<file path="config.mk">
export PLATFORM = sky130hd
export DESIGN_NAME = rmcd_datapath
export DESIGN_NICKNAME = d
export VERILOG_FILES = /design/src/rmcd_ram.v /design/src/rmcd_datapath.v
export VERILOG_INCLUDE_DIRS = /design/src
export SDC_FILE = /design/constraint.sdc
export NUM_CORES = 1
export LEC_CHECK = 0
export BUFFER_PORTS_ARGS = -buffer_cell sky130_fd_sc_hd__buf_4
export CAP_MARGIN = 30
export CORE_MARGIN = 2
export CORE_UTILIZATION = 60
export CTS_BUF_LIST = sky130_fd_sc_hd__clkbuf_16
export DETAILED_ROUTE_END_ITERATION = 8
export GPL_ROUTABILITY_DRIVEN = 0
export PLACE_DENSITY = 0.81
export SETUP_SLACK_MARGIN = 0.3
export SYNTH_ARGS = -nofsm -noshare
export SYNTH_HDL_FRONTEND = slang
export SYNTH_SLANG_ARGS = --single-unit
export TNS_END_PERCENT = 30
</file>
<file path="constraint.sdc">
create_clock -name core_clk -period 4.7 [get_ports core_clk]
set_clock_uncertainty 0.05 [all_clocks]
set_input_delay 0.235 -clock core_clk [delete_from_list [all_inputs] [get_ports core_clk]]
set_output_delay 0.235 -clock core_clk [all_outputs]
set_load 0.02 [all_outputs]
</file>
<file path="src/rmcd_defs.vh">
`ifndef RMCD_DEFS_VH
`define RMCD_DEFS_VH

// ----------------------------------------------------------------
// Timing
// ----------------------------------------------------------------
// Core clock rate in MHz
`define RMCD_CLK_MHZ 20
// Instruction cycle time in ns
`define RMCD_INSTR_NS 4000
// Core clocks per instruction cycle, rounded down
`define RMCD_CYC_CLKS ((`RMCD_INSTR_NS * `RMCD_CLK_MHZ) / 1000)

// ----------------------------------------------------------------
// Widths and reset values
// ----------------------------------------------------------------
`define RMCD_PC_W 10
`define RMCD_PTR_W 6
`define RMCD_DIG_W 4
`define RMCD_LATCH_W 8
`define RMCD_PIN_W 25
`define RMCD_PC_RST 10'h000
`define RMCD_PTR_RST 6'h00
`define RMCD_DIG_RST 4'h0
`define RMCD_LATCH_RST 8'h00
// Pin filter reset: idle levels, host strobe inputs high
`define RMCD_PIN_RST 25'h001E000
// Page that a page call lands in (arbitrary default)
`define RMCD_CALL_PAGE 4'h2

// ----------------------------------------------------------------
// Pin vector field positions
// ----------------------------------------------------------------
`define RMCD_PV_PD_HI 24
`define RMCD_PV_PD_LO 17
`define RMCD_PV_GI_HI 16
`define RMCD_PV_GI_LO 13
`define RMCD_PV_GP_HI 12
`define RMCD_PV_GP_LO 9
`define RMCD_PV_LP_HI 8
`define RMCD_PV_LP_LO 1
`define RMCD_PV_SI 0

// ----------------------------------------------------------------
// Enable register bits and host strobe input positions
// ----------------------------------------------------------------
`define RMCD_EN_CNT 0
`define RMCD_EN_LDRV 2
`define RMCD_EN_SO 3
`define RMCD_IN_RD 1
`define RMCD_IN_CS 2
`define RMCD_IN_WR 3

// ----------------------------------------------------------------
// Datapath commands
// ----------------------------------------------------------------
`define RMCD_OP_NOP 5'h00
`define RMCD_OP_ADD 5'h01
`define RMCD_OP_ADC 5'h02
`define RMCD_OP_LD 5'h03
`define RMCD_OP_ST 5'h04
`define RMCD_OP_XCH 5'h05
`define RMCD_OP_LDD 5'h06
`define RMCD_OP_XAD 5'h07
`define RMCD_OP_CAB 5'h08
`define RMCD_OP_CBR 5'h09
`define RMCD_OP_OBD 5'h0A
`define RMCD_OP_XAS 5'h0B
`define RMCD_OP_LEI 5'h0C
`define RMCD_OP_OMG 5'h0D
`define RMCD_OP_ING 5'h0E
`define RMCD_OP_CAMQ 5'h0F
`define RMCD_OP_CQMA 5'h10
`define RMCD_OP_INL 5'h11
`define RMCD_OP_TABLE_LOAD_OP 5'h12
`define RMCD_OP_JP 5'h13
`define RMCD_OP_PAGE_CALL_OP 5'h14
`define RMCD_OP_JID 5'h15
`define RMCD_OP_JMP 5'h16
`define RMCD_OP_JSR 5'h17
`define RMCD_OP_RET 5'h18
`define RMCD_OP_SC 5'h19
`define RMCD_OP_RC 5'h1A
`define RMCD_OP_ININ 5'h1B

`endif

</file>
<file path="src/rmcd_ram.v">
`timescale 1ns/1ps
`default_nettype none

// ----------------------------------------------------------------
// Digit store: synchronous write, registered read
// ----------------------------------------------------------------
module rmcd_ram #(
  parameter integer AW = 6,
  parameter integer DW = 4
)(
  // Clock
  input wire core_clk,
  // Access
  input wire [AW-1:0] addr,
  input wire wr_en,
  input wire [DW-1:0] wr_data,
  // Read data, one clock behind the address
  output wire [DW-1:0] rd_data
);

  // Storage array, contents undefined until written
  reg [DW-1:0] mem [0:(1<<AW)-1];
  // Read data register
  reg [DW-1:0] rd_q;

  // Write port and registered read of the addressed digit
  always @(posedge core_clk) begin
    if (wr_en) begin
      mem[addr] <= wr_data;
    end
    rd_q <= mem[addr];
  end

  assign rd_data = rd_q;

endmodule

`default_nettype wire

</file>
<file path="src/rmcd_datapath.v">
// Function
// - 10-bit counter addresses 1,024 program words
// - Counter advances by one each instruction cycle
// - Three-deep last-in first-out return stack
// - Page ops use 16 pages of 64
// - 256-bit store as 4 x 16 digits
// - Pointer: 2 register bits, 4 digit bits
// - Direct ops address store from operand
// - Digit moves with accumulator, latch, port
// - Digit outputs loaded from digit select
// - Accumulator feeds pointer, latch, shifter
// - 4-bit adder, result to accumulator, carry
// - Carry steers serial clock, direct or sync
// - Inputs 1-3 optionally become host strobes
// - Port register drives bidir pins, ready option
// - 8-bit latch from store, accumulator, program
// - Latch reaches pins only while drivers on
// - Host write captures pins into latch
// - Positive logic everywhere but the active-low host strobes and reset
// - Selected host read drives latch onto pins
// - Strobes ignored while chip select high
// - Host write clears the ready output
// - Enable bit two switches drivers, not host
`include "rmcd_defs.vh"
`timescale 1ns/1ps
`default_nettype none

module rmcd_datapath #(
  parameter integer CYC_CLKS = `RMCD_CYC_CLKS,
  parameter [0:0] HOST_BUS = 1'b0,
  parameter [3:0] CALL_PAGE = `RMCD_CALL_PAGE
)(
  // Clock and reset
  input wire core_clk,
  input wire rst_b,
  // Command from the instruction decoder
  input wire [4:0] op_code,
  input wire [9:0] op_operand,
  output wire cycle_start,
  // External program memory
  output wire [9:0] prog_addr,
  input wire [7:0] prog_data,
  // General inputs, host strobes under the host option
  input wire [3:0] general_inputs,
  // Digit outputs
  output wire [3:0] d_out,
  // Bidirectional port
  input wire [3:0] g_in,
  output wire [3:0] g_out,
  output wire [3:0] g_oe,
  // Parallel latch port
  input wire [7:0] l_in,
  output wire [7:0] l_out,
  output wire l_oe,
  // Serial pins
  input wire si_in,
  output wire shift_clock_out,
  output wire so_out,
  // State view
  output wire [3:0] acc_out,
  output wire carry_out,
  output wire [5:0] ptr_out
);

  // ----------------------------------------------------------------
  // Instruction cycle timing
  // ----------------------------------------------------------------
  localparam [6:0] PH_LAST = CYC_CLKS[6:0] - 7'h01;
  localparam [6:0] PH_HALF = CYC_CLKS[7:1];

  // Phase within the instruction cycle
  reg [6:0] ph_q;
  // Execute on the last phase of every cycle
  wire exec = (ph_q == PH_LAST);
  // Sync clock is high in the first half of a cycle
  wire sync = (ph_q < PH_HALF);

  // Phase counter, wraps once per instruction cycle
  always @(posedge core_clk or negedge rst_b) begin
    if (!rst_b) begin
      ph_q <= 7'h00;
    end else if (exec) begin
      ph_q <= 7'h00;
    end else begin
      ph_q <= ph_q + 7'h01;
    end
  end

  // ----------------------------------------------------------------
  // Pin synchronisers
  // ----------------------------------------------------------------
  // All asynchronous pins gathered in one vector
  wire [24:0] pin_raw = {prog_data, general_inputs, g_in, l_in, si_in};
  reg [24:0] s1_q;
  reg [24:0] s2_q;
  reg [24:0] s3_q;
  // Filtered pins: a bit moves once stages two and three agree
  reg [24:0] pin_q;
  integer k;

  // Three-stage capture, first stage read only by the second
  always @(posedge core_clk or negedge rst_b) begin
    if (!rst_b) begin
      // Idle levels, so the active-low strobes do not look
      // asserted while the stages refill after reset
      s1_q <= `RMCD_PIN_RST;
      s2_q <= `RMCD_PIN_RST;
      s3_q <= `RMCD_PIN_RST;
      pin_q <= `RMCD_PIN_RST;
    end else begin
      s1_q <= pin_raw;
      s2_q <= s1_q;
      s3_q <= s2_q;
      for (k = 0; k < `RMCD_PIN_W; k = k + 1) begin
        if (s2_q[k] == s3_q[k]) begin
          pin_q[k] <= s3_q[k];
        end
      end
    end
  end

  // Filtered fields
  wire [7:0] pd = pin_q[`RMCD_PV_PD_HI:`RMCD_PV_PD_LO];
  wire [3:0] gi = pin_q[`RMCD_PV_GI_HI:`RMCD_PV_GI_LO];
  wire [3:0] gp = pin_q[`RMCD_PV_GP_HI:`RMCD_PV_GP_LO];
  wire [7:0] lp = pin_q[`RMCD_PV_LP_HI:`RMCD_PV_LP_LO];
  wire si = pin_q[`RMCD_PV_SI];

  // ----------------------------------------------------------------
  // Host strobes
  // ----------------------------------------------------------------
  // option gating: strobes exist only with the host option
  wire host_sel = HOST_BUS & ~gi[`RMCD_IN_CS];
  wire host_rd = host_sel & ~gi[`RMCD_IN_RD];
  wire host_wr = host_sel & ~gi[`RMCD_IN_WR];

  // ----------------------------------------------------------------
  // Datapath registers
  // ----------------------------------------------------------------
  reg [9:0] pc_q;     // Program counter
  reg [9:0] stk0_q;   // Return slot top
  reg [9:0] stk1_q;   // Return slot mid
  reg [9:0] stk2_q;   // Return slot bottom
  reg [5:0] ptr_q;    // Register select and digit select
  reg [3:0] a_q;      // Accumulator
  reg c_q;            // Carry flag
  reg [3:0] d_q;      // Digit output register
  reg [3:0] g_q;      // Bidirectional port register
  reg [7:0] q_q;      // Output latch
  reg [3:0] en_q;     // Enable register
  reg skl_q;          // Serial clock latch
  reg [3:0] sio_q;    // Shift register
  reg ready_q;        // Host ready flag
  reg [9:0] paddr_q;  // Program address pins
  reg cyc_q;          // Cycle start pulse
  reg [3:0] gout_q;   // Port pin drive
  reg [7:0] lout_q;   // Latch pin drive
  reg loe_q;          // Latch pin enable
  reg sk_q;           // Serial clock pin
  reg so_q;           // Serial data pin

  // ----------------------------------------------------------------
  // Digit store
  // ----------------------------------------------------------------
  // direct ops bypass the pointer
  wire direct = (op_code == `RMCD_OP_LDD) || (op_code == `RMCD_OP_XAD);
  // upper two bits pick the register, lower four the digit
  wire [5:0] ram_addr = direct ? op_operand[5:0] : ptr_q;
  wire [3:0] m;
  reg ram_we;
  reg [3:0] ram_wd;

  always @* begin
    ram_we = 1'b0;
    ram_wd = a_q;
    if (exec) begin
      case (op_code)
        `RMCD_OP_ST, `RMCD_OP_XCH, `RMCD_OP_XAD: begin
          ram_we = 1'b1;
        end
        `RMCD_OP_CQMA: begin
          ram_we = 1'b1;
          ram_wd = q_q[7:4];
        end
        `RMCD_OP_INL: begin
          ram_we = 1'b1;
          ram_wd = lp[7:4];
        end
        default: begin
          ram_we = 1'b0;
        end
      endcase
    end
  end

  // 4 registers of 16 digits, registered read
  rmcd_ram #(
    .AW(`RMCD_PTR_W),
    .DW(`RMCD_DIG_W)
  ) u_ram (
    .core_clk(core_clk),
    .addr(ram_addr),
    .wr_en(ram_we),
    .wr_data(ram_wd),
    .rd_data(m)
  );

  // ----------------------------------------------------------------
  // Adder and next sequential address
  // ----------------------------------------------------------------
  // carry-in only for the add-with-carry command
  wire cin = (op_code == `RMCD_OP_ADC) ? c_q : 1'b0;
  wire [4:0] sum = {1'b0, a_q} + {1'b0, m} + {4'h0, cin};
  wire [9:0] pc_inc = pc_q + 10'h001;
  // Table address from the current quarter, accumulator and digit
  wire [9:0] tbl_addr = {pc_q[9:8], a_q, m};
  wire tbl_op = (op_code == `RMCD_OP_TABLE_LOAD_OP) || (op_code == `RMCD_OP_JID);

  // ----------------------------------------------------------------
  // Execute: one command per instruction cycle
  // ----------------------------------------------------------------
  // all registers hold positive-logic bits
  always @(posedge core_clk or negedge rst_b) begin
    if (!rst_b) begin
      pc_q <= `RMCD_PC_RST;
      stk0_q <= `RMCD_PC_RST;
      stk1_q <= `RMCD_PC_RST;
      stk2_q <= `RMCD_PC_RST;
      ptr_q <= `RMCD_PTR_RST;
      a_q <= `RMCD_DIG_RST;
      c_q <= 1'b0;
      d_q <= `RMCD_DIG_RST;
      g_q <= `RMCD_DIG_RST;
      en_q <= `RMCD_DIG_RST;
      skl_q <= 1'b0;
      sio_q <= `RMCD_DIG_RST;
    end else if (exec) begin
      // default: advance to the next word
      pc_q <= pc_inc;
      // Shifter moves left each cycle unless in counter mode
      if (!en_q[`RMCD_EN_CNT]) begin
        sio_q <= {sio_q[2:0], si};
      end
      case (op_code)
        `RMCD_OP_ADD, `RMCD_OP_ADC: begin
          a_q <= sum[3:0];
          c_q <= sum[4];
        end
        `RMCD_OP_LD, `RMCD_OP_LDD: begin
          a_q <= m;
        end
        // exchange, store side handled by the write port
        `RMCD_OP_XCH, `RMCD_OP_XAD: begin
          a_q <= m;
        end
        `RMCD_OP_CAB: begin
          ptr_q[3:0] <= a_q;
        end
        `RMCD_OP_CBR: begin
          ptr_q[5:4] <= a_q[1:0];
        end
        // digit select onto the digit outputs
        `RMCD_OP_OBD: begin
          d_q <= ptr_q[3:0];
        end
        // swap with shifter, carry into clock latch
        `RMCD_OP_XAS: begin
          a_q <= sio_q;
          sio_q <= a_q;
          skl_q <= c_q;
        end
        `RMCD_OP_LEI: begin
          en_q <= op_operand[3:0];
        end
        // store digit to the port register
        `RMCD_OP_OMG: begin
          g_q <= m;
        end
        `RMCD_OP_ING: begin
          a_q <= gp;
        end
        // latch halves into accumulator and store
        `RMCD_OP_CQMA: begin
          a_q <= q_q[3:0];
        end
        // parallel port into accumulator and store
        `RMCD_OP_INL: begin
          a_q <= lp[3:0];
        end
        // jump within the current 64-word page
        `RMCD_OP_JP: begin
          pc_q <= {pc_q[9:6], op_operand[5:0]};
        end
        // page call pushes the return address
        `RMCD_OP_PAGE_CALL_OP: begin
          pc_q <= {CALL_PAGE, op_operand[5:0]};
          stk0_q <= pc_inc;
          stk1_q <= stk0_q;
          stk2_q <= stk1_q;
        end
        // indirect jump through a table word
        `RMCD_OP_JID: begin
          pc_q <= {pc_q[9:8], pd};
        end
        `RMCD_OP_JMP: begin
          pc_q <= op_operand;
        end
        `RMCD_OP_JSR: begin
          pc_q <= op_operand;
          stk0_q <= pc_inc;
          stk1_q <= stk0_q;
          stk2_q <= stk1_q;
        end
        // pop top slot into the counter
        `RMCD_OP_RET: begin
          pc_q <= stk0_q;
          stk0_q <= stk1_q;
          stk1_q <= stk2_q;
        end
        `RMCD_OP_SC: begin
          c_q <= 1'b1;
        end
        `RMCD_OP_RC: begin
          c_q <= 1'b0;
        end
        // general inputs read as plain bits
        `RMCD_OP_ININ: begin
          a_q <= gi;
        end
        default: begin
          a_q <= a_q;
        end
      endcase
    end
  end

  // ----------------------------------------------------------------
  // Output latch and ready flag
  // ----------------------------------------------------------------
  // Host capture wins over a program load in the same cycle,
  // since the host cannot be told to retry
  always @(posedge core_clk or negedge rst_b) begin
    if (!rst_b) begin
      q_q <= `RMCD_LATCH_RST;
    end else if (host_wr) begin
      // pins captured while the strobe is active
      q_q <= lp;
    end else if (exec && op_code == `RMCD_OP_CAMQ) begin
      q_q <= {a_q, m};
    end else if (exec && op_code == `RMCD_OP_TABLE_LOAD_OP) begin
      q_q <= pd;
    end
  end

  // host write clears ready; a program set in the same cycle wins
  always @(posedge core_clk or negedge rst_b) begin
    if (!rst_b) begin
      ready_q <= 1'b0;
    end else if (exec && op_code == `RMCD_OP_OMG) begin
      ready_q <= m[0];
    end else if (host_wr) begin
      ready_q <= 1'b0;
    end
  end

  // ----------------------------------------------------------------
  // Pin drivers, all registered
  // ----------------------------------------------------------------
  // Program address: counter first, table address in second half
  always @(posedge core_clk or negedge rst_b) begin
    if (!rst_b) begin
      paddr_q <= `RMCD_PC_RST;
      cyc_q <= 1'b0;
    end else begin
      cyc_q <= exec;
      if (ph_q == 7'h00) begin
        paddr_q <= pc_q;
      end else if (ph_q == PH_HALF && tbl_op) begin
        // table word within the current quarter
        paddr_q <= tbl_addr;
      end
    end
  end

  // Port, latch and serial pins
  always @(posedge core_clk or negedge rst_b) begin
    if (!rst_b) begin
      gout_q <= `RMCD_DIG_RST;
      lout_q <= `RMCD_LATCH_RST;
      loe_q <= 1'b0;
      sk_q <= 1'b0;
      so_q <= 1'b0;
    end else begin
      // ready replaces port bit zero only with the option
      gout_q <= HOST_BUS ? {g_q[3:1], ready_q} : g_q;
      lout_q <= q_q;
      // host read or enable bit two drives pins
      loe_q <= HOST_BUS ? host_rd : en_q[`RMCD_EN_LDRV];
      // carry latch direct in counter mode, else gated sync
      sk_q <= en_q[`RMCD_EN_CNT] ? skl_q : (skl_q & sync);
      so_q <= en_q[`RMCD_EN_CNT] ? en_q[`RMCD_EN_SO] :
              (en_q[`RMCD_EN_SO] & sio_q[3]);
    end
  end

  // ----------------------------------------------------------------
  // Output assignments
  // ----------------------------------------------------------------
  assign cycle_start = cyc_q;
  assign prog_addr = paddr_q;
  assign d_out = d_q;
  assign g_out = gout_q;
  // Port pins driven throughout; inputs read the pin level
  assign g_oe = 4'hF;
  assign l_out = lout_q;
  assign l_oe = loe_q;
  assign shift_clock_out = sk_q;
  assign so_out = so_q;
  assign acc_out = a_q;
  assign carry_out = c_q;
  assign ptr_out = ptr_q;

endmodule

`default_nettype wire

</file>
# Yosys cells after proc, flatten, opt, wreduce, memory -nomap -nowiden
# Memory sizes are Yosys's and may differ from the RTL's. A register that Yosys moved wholly into a read port is not among the register bits.
# Index checks and enable logic that the tools add are counted.
[totals] reg_bits=209 ramBits=256 in_bits=42 wordCells=168 memories=1
[mem_list] name="u_ram.mem" words=64 width=4 read_ports=1 rd_clocked_by_memory_dff=1 write_ports=1 line_no="rmcd_ram.v:22" text="reg [DW-1:0] mem [0:(1<<AW)-1];"
[classes] addsub=4 n_lt_le_gt_ge=1 eq_ne=55 muxes=22 bitwise_logic=4 reduce_logical=29
[ops] cell="equality test 5 bit (second input constant)" count=12
[ops] cell="case mux 10 bit (5 select lines)" count=1
[ops] cell="equality test 5 x 4 -> 1 bit (second input constant)" count=8
[ops] cell="case mux 10 bit (2 select lines)" count=2
[ops] cell="case mux 4 bit (7 select lines)" count=1
[ops] cell="equality test 1 bit" count=25
[ops] cell="AND reduction 2 bit" count=12
[ops] cell="equality test 5 x 3 -> 1 bit (second input constant)" count=4
[ops] cell="two-way mux 10 bit" count=2
[ops] cell="two-way mux 8 bit" count=2
[ops] cell="two-way mux 4 bit" count=3
[ops] cell="adder 10 x 1 -> 10 bit (second input constant)" count=1
[ops] cell="equality test 5 x 2 -> 1 bit (second input constant)" count=2
[ops] cell="case mux 4 bit (2 select lines)" count=1
[ops] cell="adder 7 x 1 -> 7 bit (second input constant)" count=1
[ops] cell="equality test 7 x 6 -> 1 bit (second input constant)" count=1
[ops] cell="equality test 7 bit (second input constant)" count=1
[ops] cell="zero test 7 bit" count=1
[ops] cell="less-than comparator 7 x 6 -> 1 bit (second input constant)" count=1
[ops] cell="two-way mux 1 bit" count=7
[ops] cell="two-way mux 7 bit" count=1
[ops] cell="nonzero test 7 bit" count=1
[ops] cell="two-way mux 6 bit" count=1
[ops] cell="nonzero test 2 bit" count=3
[ops] cell="14 further kinds" count=21

# Logic depth before layout (Yosys ltp)
[depth] ltp_word=6 ltp_mapped=12 depth_no_buf=10

# Cells and area by module
# Synthesis repeated with hierarchy kept, for this count alone.
[unflattened] cells_unflattened=1333 area_unflattened_um2=18908.1
[modules_own_cells] mod="rmcd_ram" n_inst=1 cells_each=635 area_each_um2=10473.8
[modules_own_cells] mod="rmcd_datapath" n_inst=1 cells_each=698 area_each_um2=8434.3

# Least setup slack after synthesis
# OpenSTA, ideal clock, no wires.
[synth_timing] kind="register to register" startpoint="register ph_q[0]" endpoint="memory u_ram.mem[0][1] (data pin)" arrival_time_ps=3372 t_required_ps=4102 path_slack_ps=730 path_stages_with_launch=8 path_buffers=1 period_less_slack_ps=3970 path_cell_list="dfrtp_1 -> ha_1 -> nand3_1 -> or3_1 -> buf_2 -> nor2_1 -> nor2_1 -> a21oi_1"
[synth_via] elab_chain_cells=2
[synth_rtl] element="from (decl)" line_no="rmcd_datapath.v:72" text="reg [6:0] ph_q;"
[synth_rtl] element="from (signal assigned)" line_no="rmcd_datapath.v:85" text="ph_q <= ph_q + 7'h01;"
[synth_rtl] element="equality test 7 bit" line_no="rmcd_datapath.v:74" text="wire exec = (ph_q == PH_LAST);"
[synth_rtl] element="two-way mux 4 bit" line_no="rmcd_datapath.v:176" text="if (exec) begin"
[synth_rtl] element="via ram_wd[1]" line_no="rmcd_datapath.v:171" text="reg [3:0] ram_wd;"
[synth_rtl] element="to (decl)" line_no="rmcd_ram.v:22"
# The timed path passes the listed nets, and every way through them passes these cells.

# Worst setup path after layout
[layout_timing] startpoint="register ph_q[0]" endpoint="memory u_ram.mem[60][3] (data pin)"
# Same word-level chain as after synthesis.

==> qor.yml <==
grt:
  antenna_found_initial: 0
  grt_pass1_vias: 13300
  grt_first_pass_wirelength_um: 77900
  grt_max_degree: 127
  grt_use_total_pct: 28.6
  overflow: 0
setup_path:
  end_kind: "flip-flop"
  start_kind: "flip-flop"
  path_max_fanout: 38
  critical_path_required_ps: 5030
  timing.critical_path.arrival_ps: 4010
  critPathKind: "flip-flop to flip-flop"
placement:
  place_ws_ps: 1100
  port-buffer-count: 82
  hpwl_um: 30500
sta:
  worst_slew_pin_slew_ps: 1060
  post-route-min-period_ps: 3680
  finalHoldViolCount: 0
  drv_slew: 0
  period_share_pct: 78.2
  fin_setup_tns_ps: 0
  fmax_ghz: 0.272
  rsz0062_at_grt: "false"
  finalSetupViolations: 0
  worst_slack_ps: 1020
  slew_headroom_pct: 29.1
synth:
  ys_warn_count: 0
  synth_flop_cell: "edfxtp_1"
  synthTopCellsByCount: "edfxtp_1 (256), dfrtp_1 (192), mux2i_1 (112), nor2_1 (108), nand4b_1 (86)"
  yosysUniqueCellTypes: 68
  ys_top_cells_by_area: "edfxtp_1 (39%), dfrtp_1 (24%), mux2i_1 (5.6%), nand4b_1 (3.8%), a22oi_1 (2.5%)"
  synth_edf_count: 256
  ys_seq_area_share_pct: 65.1
  netlist_instances: 1477
  syn_avg_cell_area_sq_um: 13.5
  ys_ff_latch: 468
  synth.most_common_cell: "edfxtp_1"
  yosysTopAreaCell: "edfxtp_1"
  syn_area_sq_mm: 0.0200
  async_flop_share_pct: 44.4
  synthDominantCellAreaShare_pct: 38.5
floorplanning:
  coreArea_sq_mm: 0.0326
  ios: 87
  num_rows: 66
  die_h_um: 186
  initial_core_util_pct: 61.2
  fp.dieW_um: 186
  dieArea_sq_mm: 0.0347
drt:
  vias_per_cell: 6.73
  drt_iter0_drc: 2283
  drc: 0
  wl_per_cell_um: 24.8
  finalWirelength_um: 50100
  final_antenna_net_count: 0
  drt_pass1_iterations: 6
  dr_total_vias: 13600
clock_network:
  root_buffer: "clkbuf_16"
  cts_buffers: 45
  cts_tree: "built"
  holdBufCountCts: 27
  cts_htree_levels: 2
  clock-sinks: 468
  ctsResizeCount: 0
  post-cts-setup-buffers: 0
  cts_max_path_buffers: 3
  cts.clk_slew.worst_paths_ps: 70
  clock_latency_ps: 570
power_and_ir_drop:
  power.leakage_nw: 8.67
  ir_worst_vdd_mv: 0.351
  power_density_mw_per_mm2: 366
finish:
  filler_cell_count: 2111
  syn_to_final_growth_pct: 13.5
  final_nets: 1593
  num_antenna_cells: 0
  drive_gt1_share_pct: 16.0
status:
  status: "finished, final reports clean"
min_path:
  hold_path_class: "input port to flip-flop"
run:
  cap_violations: 0
-- where the power goes --
group	leakage, nW	internal [W]	total [W]	switching, W
combinational	2.43	0.000113	0.000291	0.000178
clock	0.757	0.00204	0.00359	0.00155
sequential	5.49	0.00436	0.00441	0.0000474
-- cells by family after synthesis --
| kind of cell | share of synthesized area [%] |
|---|---|
| mux | 7.90 |
| other cells | 0.0188 |
| buf+inv | 2.97 |
| flops | 65.1 |
| fa+ha+maj | 1.83 |
| compound gates | 9.78 |
| simple gates | 11.8 |
| xor+xnor | 0.570 |
-- cells in the final DEF, fill, tap and decap left out, drive strengths merged, types with 27 or more instances in the layout --
master,Yosys,routed
nand4b,86,86
clkbuf,74,46
a21oi,35,35
o21ai,48,48
mux2,38,38
edfxtp,256,256
nand2,71,71
dlygate4sd3,0,27
nor2,108,108
dfrtp,192,192
buf,43,105
nand4,53,53
a22oi,66,66
mux2i,113,113
-- state kept, by name, indices dropped and copies added (netlist names), 10 cells and up --
name	count
u_ram.mem	256
pin_q	25
s1_q	25
s2_q	25
s3_q	25
pc_q	10
prog_addr	10
stk0_q	10
stk1_q	10
stk2_q	10
-- final timing paths --
| check | startpoint | to | slack, ps | cells after the start |
|---|---|---|---|---|
| max in group asynchronous | rst_b | pin_q[16]$_DFFE_PN1N_ | 3260 | 4 |
| hold reg to reg | s1_q[2]$_DFF_PN0_ | s2_q[2]$_DFF_PN0_ | 290 | 0 |
| hold / removal | op_operand[5] | pc_q[5]$_DFFE_PN0P_ | 80 | 4 |
| setup / recovery | ph_q[0]$_DFF_PN0_ | u_ram.mem[60][3]$_DFFE_PP_ | 1020 | 7 |
| setup reg to reg | ph_q[0]$_DFF_PN0_ | u_ram.mem[60][3]$_DFFE_PP_ | 1020 | 7 |
| min in group asynchronous | rst_b | stk2_q[8]$_DFFE_PN0P_ | 140 | 2 |
-- per-layer routing --
layer | up-vias | wire length, um | global-route usage (%)
met4 | 0 | 2160 | 12.2
li1 | 5839 | - | -
met5 | - | 0 | 0
met2 | 801 | 23000 | 43.8
met3 | 155 | 4880 | 5.57
met1 | 6805 | 20100 | 40.5
-- per-stage QoR --
stage          cells  hold WS, ps  util, %  total power (W)  instance area, sq um
2_1_floorplan   1480         -111        -          0.00463                 20000
3_3_place_gp    1909          282     64.0          0.00474                 20900
3_5_place_dp    1909          285     64.0          0.00476                 20900
4_1_cts         2018         62.8     69.4          0.00832                 22600
5_1_grt         2020          111     69.5          0.00852                 22700
6_report        2020         80.5     69.5          0.00830                 22700
-- worst max-delay path: stages, from the launching register on --
cell and delay [ps]:
dfrtp_1 410, ha_1 210, nand3_1 160, or3_1 710, nor2_1 810, nor2_1 160
a21oi_4 660, buf_12 300
-- area by class of cell --
| type | count | area [sq um] | share of cell area (%) |
|---|---|---|---|
| sequential | 468 | 13000 | 57.4 |
| multi-input combinational | 882 | 6440 | 28.4 |
| timing repair buffer | 133 | 1140 | 5.03 |
| clock buffer | 45 | 1130 | 4.97 |
| tap | 442 | 553 | 2.44 |
| clock inverter | 37 | 349 | 1.54 |
| inverter | 13 | 48.8 | 0.215 |
(Power assumes the default switching activity.)
